<file path="config.mk">
export PLATFORM = sky130hd
export DESIGN_NAME = ppm_pin_mux
export DESIGN_NICKNAME = d
export VERILOG_FILES = /design/src/rtl/ppm_pkg.sv /design/src/rtl/ppm_flag_if.sv /design/src/rtl/ppm_flag_remap.sv /design/src/rtl/ppm_pin_mux.sv
export SDC_FILE = /design/constraint.sdc
export NUM_CORES = 1
export LEC_CHECK = 0
export BUFFER_PORTS_ARGS = -buffer_cell sky130_fd_sc_hd__buf_2
export CAP_MARGIN = 15
export CORE_MARGIN = 3
export CORE_UTILIZATION = 39
export DETAILED_ROUTE_END_ITERATION = 8
export GPL_ROUTABILITY_DRIVEN = 0
export MAX_ROUTING_LAYER = met4
export PLACE_DENSITY = 0.85
export SETUP_SLACK_MARGIN = 0.3
export SYNTH_ARGS = -nofsm -noshare
export SYNTH_HDL_FRONTEND = slang
export SYNTH_SLANG_ARGS = --single-unit
</file>
<file path="constraint.sdc">
create_clock -name clk_sys -period 1.5 [get_ports clk_sys]
set_clock_uncertainty 0.1 [all_clocks]
set_input_delay 0.225 -clock clk_sys [delete_from_list [all_inputs] [get_ports clk_sys]]
set_output_delay 0.225 -clock clk_sys [all_outputs]
set_load 0.05 [all_outputs]
</file>
<file path="src/rtl/ppm_pkg.sv">
// Package for the shared address/data pin multiplexer.
// Assumes a single core clock domain; one software-visible register, system control.
package ppm_pkg;
   localparam int          PPM_PIN_W         = 16;
   localparam int          PPM_ADDR_W        = 24;
   localparam int          PPM_BYTE_W        = 8;
   localparam int          PPM_FLAG_SEL_BIT  = 20;    // Flag-select bit of system_control_register
   localparam int          PPM_SYS_CTRL_W    = 32;
   localparam logic [31:0] PPM_SYS_CTRL_RST  = 32'h0000_0000;
   localparam logic [15:0] PPM_PINS_RST      = 16'h0000;
   localparam logic        PPM_STROBE_IDLE_B = 1'b1;  // Read/write strobes idle high
   localparam logic        PPM_ALE_IDLE      = 1'b0;

   // Port data width selection
   typedef enum logic {
      PPM_WIDTH_8,
      PPM_WIDTH_16
   } ppm_width_t;

   // Bus phase of the parallel port
   typedef enum logic [1:0] {
      PPM_PH_IDLE,
      PPM_PH_ADDR,
      PPM_PH_DATA
   } ppm_phase_t;
endpackage : ppm_pkg

</file>
<file path="src/rtl/ppm_flag_if.sv">
// Interface carrying flag-mode pin values between the mux top and the flag remapper.
// Assumes both ends share clk_sys.
`timescale 1ns/10ps
interface ppm_flag_if;
   logic [15:0] flag_out;    // Flag values in flag numbering
   logic [15:0] flag_oe;
   logic [15:0] pin_out;     // Same values in pin numbering
   logic [15:0] pin_oe;
   logic [15:0] pin_in;
   logic [15:0] flag_in;
   modport top (output flag_out, output flag_oe, output pin_in, input pin_out, input pin_oe, input flag_in);
   modport remap (input flag_out, input flag_oe, input pin_in, output pin_out, output pin_oe, output flag_in);
endinterface : ppm_flag_if

</file>
<file path="src/rtl/ppm_flag_remap.sv">
// Fixed swap between pin numbering and flag numbering.
// Assumes purely combinational use inside the mux top.
`timescale 1ns/10ps
module ppm_flag_remap (
   ppm_flag_if.remap fi
);
   import ppm_pkg::*;

   // Swap bytes: pins 7..0 are flags 15..8, pins 15..8 are flags 7..0
   function automatic logic [15:0] swap_bytes(input logic [15:0] v);
      swap_bytes = {v[7:0], v[15:8]};
   endfunction : swap_bytes

   assign fi.pin_out = swap_bytes(fi.flag_out);
   assign fi.pin_oe  = swap_bytes(fi.flag_oe);
   assign fi.flag_in = swap_bytes(fi.pin_in);
endmodule : ppm_flag_remap

</file>
<file path="src/rtl/ppm_pin_mux.sv">
// Multiplexer for the sixteen shared address/data pins: port address/data phases or flags.
// Assumes the port engine presents address, data and phase synchronous to clk_sys.
// Outputs are registered, so every pin change lands one clock after its request.
//
// What this block does
// - Setting flag-select bit 20 of system control turns pins into flags.
// - Pins 0..7 are flags 8..15; pins 8..15 are flags 0..7.
// - 8-bit mode, latch asserted: low byte A15..8, high byte A23..16.
// - 8-bit mode, latch deasserted: low byte D7..0, high byte A7..0.
// - 16-bit mode, latch asserted: low byte A7..0, high byte A15..8.
// - 16-bit mode, latch deasserted: low byte D7..0, high byte D15..8.
// - Read, write and latch strobes are always driven, never floated.
`timescale 1ns/10ps
module ppm_pin_mux (
   input  wire logic                       clk_sys,
   input  wire logic                       rst_b,
   // System control register write port from the core
   input  wire logic                       sys_ctrl_wr,
   input  wire logic [31:0]                sys_ctrl_wdata,
   output logic [31:0]                     system_control_register,
   // Parallel port engine side
   input  wire ppm_pkg::ppm_width_t        ext_port_width,
   input  wire ppm_pkg::ppm_phase_t        port_phase,
   input  wire logic                       port_write,
   input  wire logic [23:0]                port_addr,
   input  wire logic [15:0]                port_wdata,
   output logic [15:0]                     port_rdata,
   output logic                            flag_mode,
   // General flags seen by the core
   input  wire logic [15:0]                flag_out,
   input  wire logic [15:0]                flag_oe,
   output logic [15:0]                     general_flag_pins,
   // Pins
   input  wire logic [15:0]                addr_data_pins_in,
   output logic [15:0]                     addr_data_pins_out,
   output logic [15:0]                     addr_data_pins_oe,
   output logic                            ale,
   output logic                            rd_b,
   output logic                            wr_b
);
   import ppm_pkg::*;

   ppm_flag_if fi ();

   logic [31:0] sys_ctrl_reg;
   logic        flag_sel;
   logic        addr_cycle;
   logic        data_cycle;
   logic        read_cycle;
   logic        write_cycle;
   logic [15:0] pin_next;
   logic [15:0] oe_next;
   logic [15:0] pins_out_reg;
   logic [15:0] pins_oe_reg;
   logic [15:0] rdata_reg;
   logic [15:0] flags_in_reg;
   logic        ale_reg;
   logic        rd_b_reg;
   logic        wr_b_reg;

   // One decode feeds the strobes and the read capture, so the two can never disagree
   function automatic logic in_phase(input logic flags_on, input ppm_phase_t ph, input ppm_phase_t want);
      in_phase = !flags_on && (ph == want);
   endfunction : in_phase

   ////////////////////////////////////////////////////////////////////////////////
   // Flag remapping

   // The swap lives in its own module so the mapping is written in one place only
   ppm_flag_remap u_remap (
      .fi (fi.remap)
   );

   assign fi.flag_out = flag_out;
   assign fi.flag_oe  = flag_oe;
   assign fi.pin_in   = addr_data_pins_in;

   ////////////////////////////////////////////////////////////////////////////////
   // System control register

   // Whole word stored; only the flag-select bit steers this block
   // Other bits are kept so software reads back what it wrote
   always_ff @(posedge clk_sys or negedge rst_b) begin
      if (!rst_b) begin
         sys_ctrl_reg <= PPM_SYS_CTRL_RST;
      end else if (sys_ctrl_wr) begin
         sys_ctrl_reg <= sys_ctrl_wdata;
      end
   end

   assign flag_sel = sys_ctrl_reg[PPM_FLAG_SEL_BIT];

   ////////////////////////////////////////////////////////////////////////////////
   // Port cycle decode

   // Flag mode masks every port cycle; a port left running cannot reach the pins
   assign addr_cycle  = in_phase(flag_sel, port_phase, PPM_PH_ADDR);
   assign data_cycle  = in_phase(flag_sel, port_phase, PPM_PH_DATA);
   assign read_cycle  = data_cycle && !port_write;
   assign write_cycle = data_cycle && port_write;

   ////////////////////////////////////////////////////////////////////////////////
   // Pin value selection

   // Flag mode overrides the port; software is expected to idle the port first
   always_comb begin
      pin_next = PPM_PINS_RST;
      oe_next  = PPM_PINS_RST;
      if (flag_sel) begin
         pin_next = fi.pin_out;
         oe_next  = fi.pin_oe;
      end else begin
         case (port_phase)
            PPM_PH_ADDR: begin
               // Address phase drives every pin; the external latch takes all sixteen bits
               oe_next = 16'hFFFF;
               if (ext_port_width == PPM_WIDTH_8) begin
                  pin_next = port_addr[23:8];
               end else begin
                  pin_next = port_addr[15:0];
               end
            end
            PPM_PH_DATA: begin
               if (ext_port_width == PPM_WIDTH_8) begin
                  // High byte keeps carrying the low address byte during reads too
                  pin_next = {port_addr[7:0], port_wdata[7:0]};
                  oe_next  = {8'hFF, {8{port_write}}};
               end else begin
                  pin_next = port_wdata;
                  oe_next  = {16{port_write}};
               end
            end
            // Idle releases the pins so the pull-ups hold them between cycles
            PPM_PH_IDLE: begin
               pin_next = PPM_PINS_RST;
               oe_next  = PPM_PINS_RST;
            end
            default: begin
               pin_next = PPM_PINS_RST;
               oe_next  = PPM_PINS_RST;
            end
         endcase
      end
   end

   // Pin drivers registered so outputs come straight from flops
   always_ff @(posedge clk_sys or negedge rst_b) begin
      if (!rst_b) begin
         pins_out_reg <= PPM_PINS_RST;
         pins_oe_reg  <= PPM_PINS_RST;
      end else begin
         pins_out_reg <= pin_next;
         pins_oe_reg  <= oe_next;
      end
   end

   ////////////////////////////////////////////////////////////////////////////////
   // Strobes: always driven, idle when not in a port phase
   // None has an enable: latch and memory see a defined level even in flag mode

   // Latch strobe high for exactly the address phase
   always_ff @(posedge clk_sys or negedge rst_b) begin
      if (!rst_b) begin
         ale_reg <= PPM_ALE_IDLE;
      end else begin
         ale_reg <= addr_cycle;
      end
   end

   // Read strobe low only while the far side may drive the pins
   always_ff @(posedge clk_sys or negedge rst_b) begin
      if (!rst_b) begin
         rd_b_reg <= PPM_STROBE_IDLE_B;
      end else begin
         rd_b_reg <= !read_cycle;
      end
   end

   // Write strobe low while our write data stands on the pins
   always_ff @(posedge clk_sys or negedge rst_b) begin
      if (!rst_b) begin
         wr_b_reg <= PPM_STROBE_IDLE_B;
      end else begin
         wr_b_reg <= !write_cycle;
      end
   end

   ////////////////////////////////////////////////////////////////////////////////
   // Read capture and flag inputs

   // In 8-bit mode only the low byte carries data; upper byte reads zero
   // Pins are taken at the edge that launches the read strobe: a read phase needs two cycles
   always_ff @(posedge clk_sys or negedge rst_b) begin
      if (!rst_b) begin
         rdata_reg <= PPM_PINS_RST;
      end else if (read_cycle) begin
         if (ext_port_width == PPM_WIDTH_8) begin
            rdata_reg <= {8'h00, addr_data_pins_in[7:0]};
         end else begin
            rdata_reg <= addr_data_pins_in;
         end
      end
   end

   // Flag inputs are sampled every cycle, port mode too, so the core always sees the pins
   // The register costs one cycle of delay but keeps the output straight from a flop
   always_ff @(posedge clk_sys or negedge rst_b) begin
      if (!rst_b) begin
         flags_in_reg <= PPM_PINS_RST;
      end else begin
         flags_in_reg <= fi.flag_in;
      end
   end

   assign system_control_register = sys_ctrl_reg;
   assign flag_mode               = flag_sel;
   assign addr_data_pins_out      = pins_out_reg;
   assign addr_data_pins_oe       = pins_oe_reg;
   assign port_rdata              = rdata_reg;
   assign general_flag_pins       = flags_in_reg;
   assign ale                     = ale_reg;
   assign rd_b                    = rd_b_reg;
   assign wr_b                    = wr_b_reg;
endmodule : ppm_pin_mux

</file>
Word level (Yosys, flattened, before mapping):

Index checks and enable logic that the tools add are counted.

* flip-flop bits (word level): 99
* input port bits: 127
* logic and storage cells: 26

* equal/unequal tests: 2
* mux-type cells: 8
* reduce and logical (&&, ||, !) cells: 8

Operators with widths (number)
* 16-bit two-way mux: 6
* 16-bit one-hot mux with 2 select lines: 2
* 1-bit logical AND: 4
* 1-bit logical NOT: 4
* 2-bit by 1-bit == test with 1-bit output (second input constant): 1
* 2-bit == test (second input constant): 1

Longest topological paths before layout:

* word-level depth: 4
* mapped depth: 7

Modules after synthesis:

From an unflattened synthesis, not the netlist that was laid out.

* cells, all modules: 342
* area, all modules: 4284.1 µm²

By module, submodules not included
* ppm_pin_mux: times used 1, cells an instance 294, area each 3923.8 µm², seq. area each 2479.9 µm²
* ppm_flag_remap: times used 1, cells an instance 48, area each 360.3 µm², seq. area each 0.0 µm²

Worst setup path after synthesis:

Ideal clock, no wire load.

* path kind: register to register
* from: register sys_ctrl_reg[20], in the netlist system_control_register[20]
* to: register rdata_reg[5], in the netlist port_rdata[5]
* arrival time: 1538 ps
* setup slack: -263 ps
* stages on the path, launching flop included: 5
* period minus slack after synthesis: 1763 ps
* path through: dfrtp_1 > or3b_1 > buf_6 > buf_6 > mux2_4

* cells in the longest elaborated chain, start to end: 3

RTL lines
* start: declaration: line ppm_pin_mux.sv:45 `logic [31:0] sys_ctrl_reg;`
* start signal: assignment: line ppm_pin_mux.sv:87 `sys_ctrl_reg <= sys_ctrl_wdata;`
* 1-bit logical NOT: line ppm_pin_mux.sv:63 `in_phase = !flags_on && (ph == want);`
* 1-bit logical AND: line ppm_pin_mux.sv:63
* 1-bit logical AND: line ppm_pin_mux.sv:99 `assign read_cycle = data_cycle && !port_write;`
* end signal: assignment: line ppm_pin_mux.sv:198 `rdata_reg <= {8'h00, addr_data_pins_in[7:0]};`
* end signal: assignment: line ppm_pin_mux.sv:200 `rdata_reg <= addr_data_pins_in;`
* end: declaration: line ppm_pin_mux.sv:55 `logic [15:0] rdata_reg;`

Every way passes these cells.
A chain may end at the register's enable or synchronous reset.

Final worst setup path:

* from: register sys_ctrl_reg[20], in the netlist system_control_register[20]
* to: register rdata_reg[7], in the netlist port_rdata[7]

Same word-level chain as after synthesis.

==> summary.md <==
| Metric | Value |
|---|---|
| Post-layout net count | `775` |
| Worst-Margin Slew | `0.525 ns` |
| Crit path launch type | `register` |
| Yosys top cell area share | `61.9%` |
| Synth Area in Compound Gates | `8.13%` |
| WL per Instance | `19.3 um` |
| Clock Pin Slew Worst Setup and Hold Paths | `0.09 ns` |
| Maximum vdd drop | `0.642 mV` |
| DRT antenna net count | `0` |
| Global route overflow | `0` |
| Worst path bufs/invs | `1` |
| First-pass GRT wire length | `22.3 mm` |
| TritonCTS clock tree | `yes` |
| Critical path cell sequence | `or3b_4 -> buf_8 -> mux2_4` |
| Yosys cell types | `24` |
| Util after Layout | `79.1%` |
| H-tree depth | `3` |
| Vias in the first global route | `4207` |
| Syn_area_per_cell | `13.3 um^2` |
| Initial antenna violation count | `0` |
| Min Clock Period, post-route | `1.52 ns` |
| DP Wirelength | `8.34 mm` |
| Final WS setup | `-0.0247 ns` |
| Leakage | `3.68 nW` |
| YS warnings | `0` |
| Cell area after layout | `7510 um^2` |
| CTS Buf Count | `9` |
| XOR/XNOR Fraction of Synth Area | `0%` |
| Total length of routed wires | `15.0 mm` |
| Slowest CP cell | `dfrtp_2` |
| Layout cell share with drive strength beyond 1 | `64.0%` |
| Post-synthesis sequential area ratio | `63.2%` |
| Drt drc | `0` |
| Req. time, crit path | `1.63 ns` |
| Initial Util | `41.3%` |
| M1 WL | `5.43 mm` |
| Fraction of the mapped netlist area in adder cells | `0.957%` |
| CTS max path bufs | `2` |
| Main combinational cell family by area after synthesis | `multiplexers` |
| Maxcap violations | `0` |
| CTS Root Cell | `clkbuf_8` |
| Die area | `11300 um^2` |
| Max FFs per register | `32` |
| Total power | `8.06 mW` |
| Mapped cell area | `3920 um^2` |
| 1st-iter DRT viols | `118` |
| Power per cell area | `1070 nW/um^2` |
| Drt via density | `4.88` |
| Final setup violation count | `4` |
| Proportion of synthesized area in mux cells | `18.7%` |
| Max-slew violations | `0` |
| Critical Path Max Stage Delay | `0.45 ns` |
| All-layer global routing usage | `26.2%` |
| Violated checks | `setup timing` |
| Synth top area cells | `dfrtp_1 62%, mux2_2 17%, nand2_1 4.6%` |
| Worst EP arrival | `1.65 ns` |
| Hold Crit Class | `in -> reg` |
| Area growth syn-to-layout | `91.5%` |
| Final Hold Viols | `0` |
| Critical path class | `reg -> reg` |
| Unrepaired setup endpoints after global routing | `true` |
| Tcrit/Tclk final | `102%` |
| Yosys reg bits | `99` |
| Met2 WL | `8.15 mm` |
| Fill cells | `525` |
| Largest net degree at the start of global routing | `100` |
| Port Buffers | `226` |
| Element type at the critical path end | `register` |
| Achievable clock frequency | `0.656 GHz` |
| Sink Count | `99` |
| Wire length on met3 | `901 um` |
| Cells after synthesis | `294` |
| Detailed-route via count | `3805` |
| Synth Area in Simple Gates | `6.22%` |
| Max layer used | `met4` |
| Antenna cells | `0` |
| Core ar. | `9500 um^2` |
| Largest delay contributor family on the critical path | `flip-flops` |
| Die Ht | `106 um` |
| Area post-placement | `5360 um^2` |
| Die width | `106 um` |
| Slew margin rel. | `65.0%` |
| First-pass DRT Iterations | `4` |
| Io pins | `227` |
| Outcome | `finished with violations` |
| Yosys top cell by area | `dfrtp_1` |
| Row Count | `35` |
| Clk_lat worst skew | `0.34 ns` |
| Syn_nets | `424` |
| Critical path peak fanout | `10` |
routing by layer:
layer | GRT usage [%] | up-vias
met3 | 4.98 | 45
met4 | 10.1 | 0
li1 | - | 1719
met1 | 28.1 | 1844
met2 | 47.7 | 197
met5 | - | -
synth_stat cells:
master	instances
or3b_1	1
mux2_4	3
nor2b_1	1
mux2_1	2
ha_1	3
nor3b_2	2
a22oi_1	16
a21o_2	7
inv_1	2
buf_2	8
buf_4	1
mux2_2	59
nor2_1	1
dfstp_2	2
clkbuf_1	9
dfrtp_1	97
a21o_1	1
a21oi_1	2
nand2_1	48
buf_6	2
or2_2	1
nand3b_1	1
o21ai_0	24
nand2b_1	1
final timing paths:
path	from	to	slack, ns	cells after the start
setup / recovery	system_control_register[20]$_DFFE_PN0P_	port_rdata[7]$_DFFE_PN0P_	-0.02	3
hold / removal	sys_ctrl_wdata[20]	system_control_register[20]$_DFFE_PN0P_	0.02	2
setup reg to reg	system_control_register[20]$_DFFE_PN0P_	port_rdata[7]$_DFFE_PN0P_	-0.02	3
hold reg to reg	system_control_register[5]$_DFFE_PN0P_	system_control_register[5]$_DFFE_PN0P_	0.44	1
max in group asynchronous	rst_b	system_control_register[20]$_DFFE_PN0P_	0.44	3
min in group asynchronous	rst_b	general_flag_pins[2]$_DFF_PN0_	0.41	3
kinds of logic after synthesis:
logic type / after synthesis
buf+inv: 22
compound gates: 50
fa+ha+maj: 3
simple gates: 56
mux: 64
flops: 99
where the power goes:
group / leakage, nW / switching, mW / total, mW / internal (mW)
clock network: 0.0901 / 0.923 / 1.71 / 0.783
registers: 1.20 / 0.216 / 3.18 / 2.97
logic: 2.39 / 1.81 / 3.17 / 1.37
total: 3.68 / 2.94 / 8.06 / 5.12
per-stage QoR:
step	hold slack [ns]	setup TNS (ns)	worst slack (ns)	cells
after floorplan	-0.171	-0.945	-0.168	294
after global placement	0.211	-1.27	-0.0930	649
after detailed placement	0.228	-2.22	-0.192	649
after CTS	0.000136	-0.00367	-0.00367	761
after global routing	0.00536	-0.662	-0.0557	779
final	0.0246	-0.0521	-0.0247	779
cells in the final DEF (no fill, tap or decap), types with 2 or more instances in the layout:
cell	n
a21o_2	7
a21oi_1	2
a22oi_1	8
a22oi_2	8
buf_12	5
buf_2	125
buf_4	42
buf_6	107
buf_8	4
clkbuf_1	2
clkbuf_16	2
clkbuf_8	9
clkinvlp_4	2
dfrtp_1	96
dfstp_2	2
dlygate4sd3_1	75
ha_1	2
mux2_1	2
mux2_2	59
mux2_4	3
nand2_1	39
nand2_2	5
nand2_4	4
nor3b_4	2
o21ai_1	3
o21ai_2	17
o21ai_4	4
area by class of cell:
| cell class | count | area (um^2) | area share (%) |
|---|---|---|---|
| clock buffer | 11 | 131 | 1.75 |
| clock inverter | 5 | 62.6 | 0.833 |
| inverter | 2 | 7.51 | 0.0999 |
| multi-input combinational | 173 | 1560 | 20.8 |
| sequential | 99 | 2480 | 33.0 |
| tap | 129 | 161 | 2.15 |
| timing repair buffer | 360 | 3110 | 41.4 |
timing repair:
| item | 4_1_cts | 5_1_grt |
|---|---|---|
| gates cloned | 0 | 2 |
| resized for setup | 264 | 23 |
| hold buffers | 75 | 0 |
| buffers inserted | 21 | 16 |
| hold endpoints to repair | 171 | 0 |
| pin swaps | 6 | 31 |
| endpoints found under the setup margin | 149 | 149 |
Note: power is estimated with default switching activity, not from simulation.
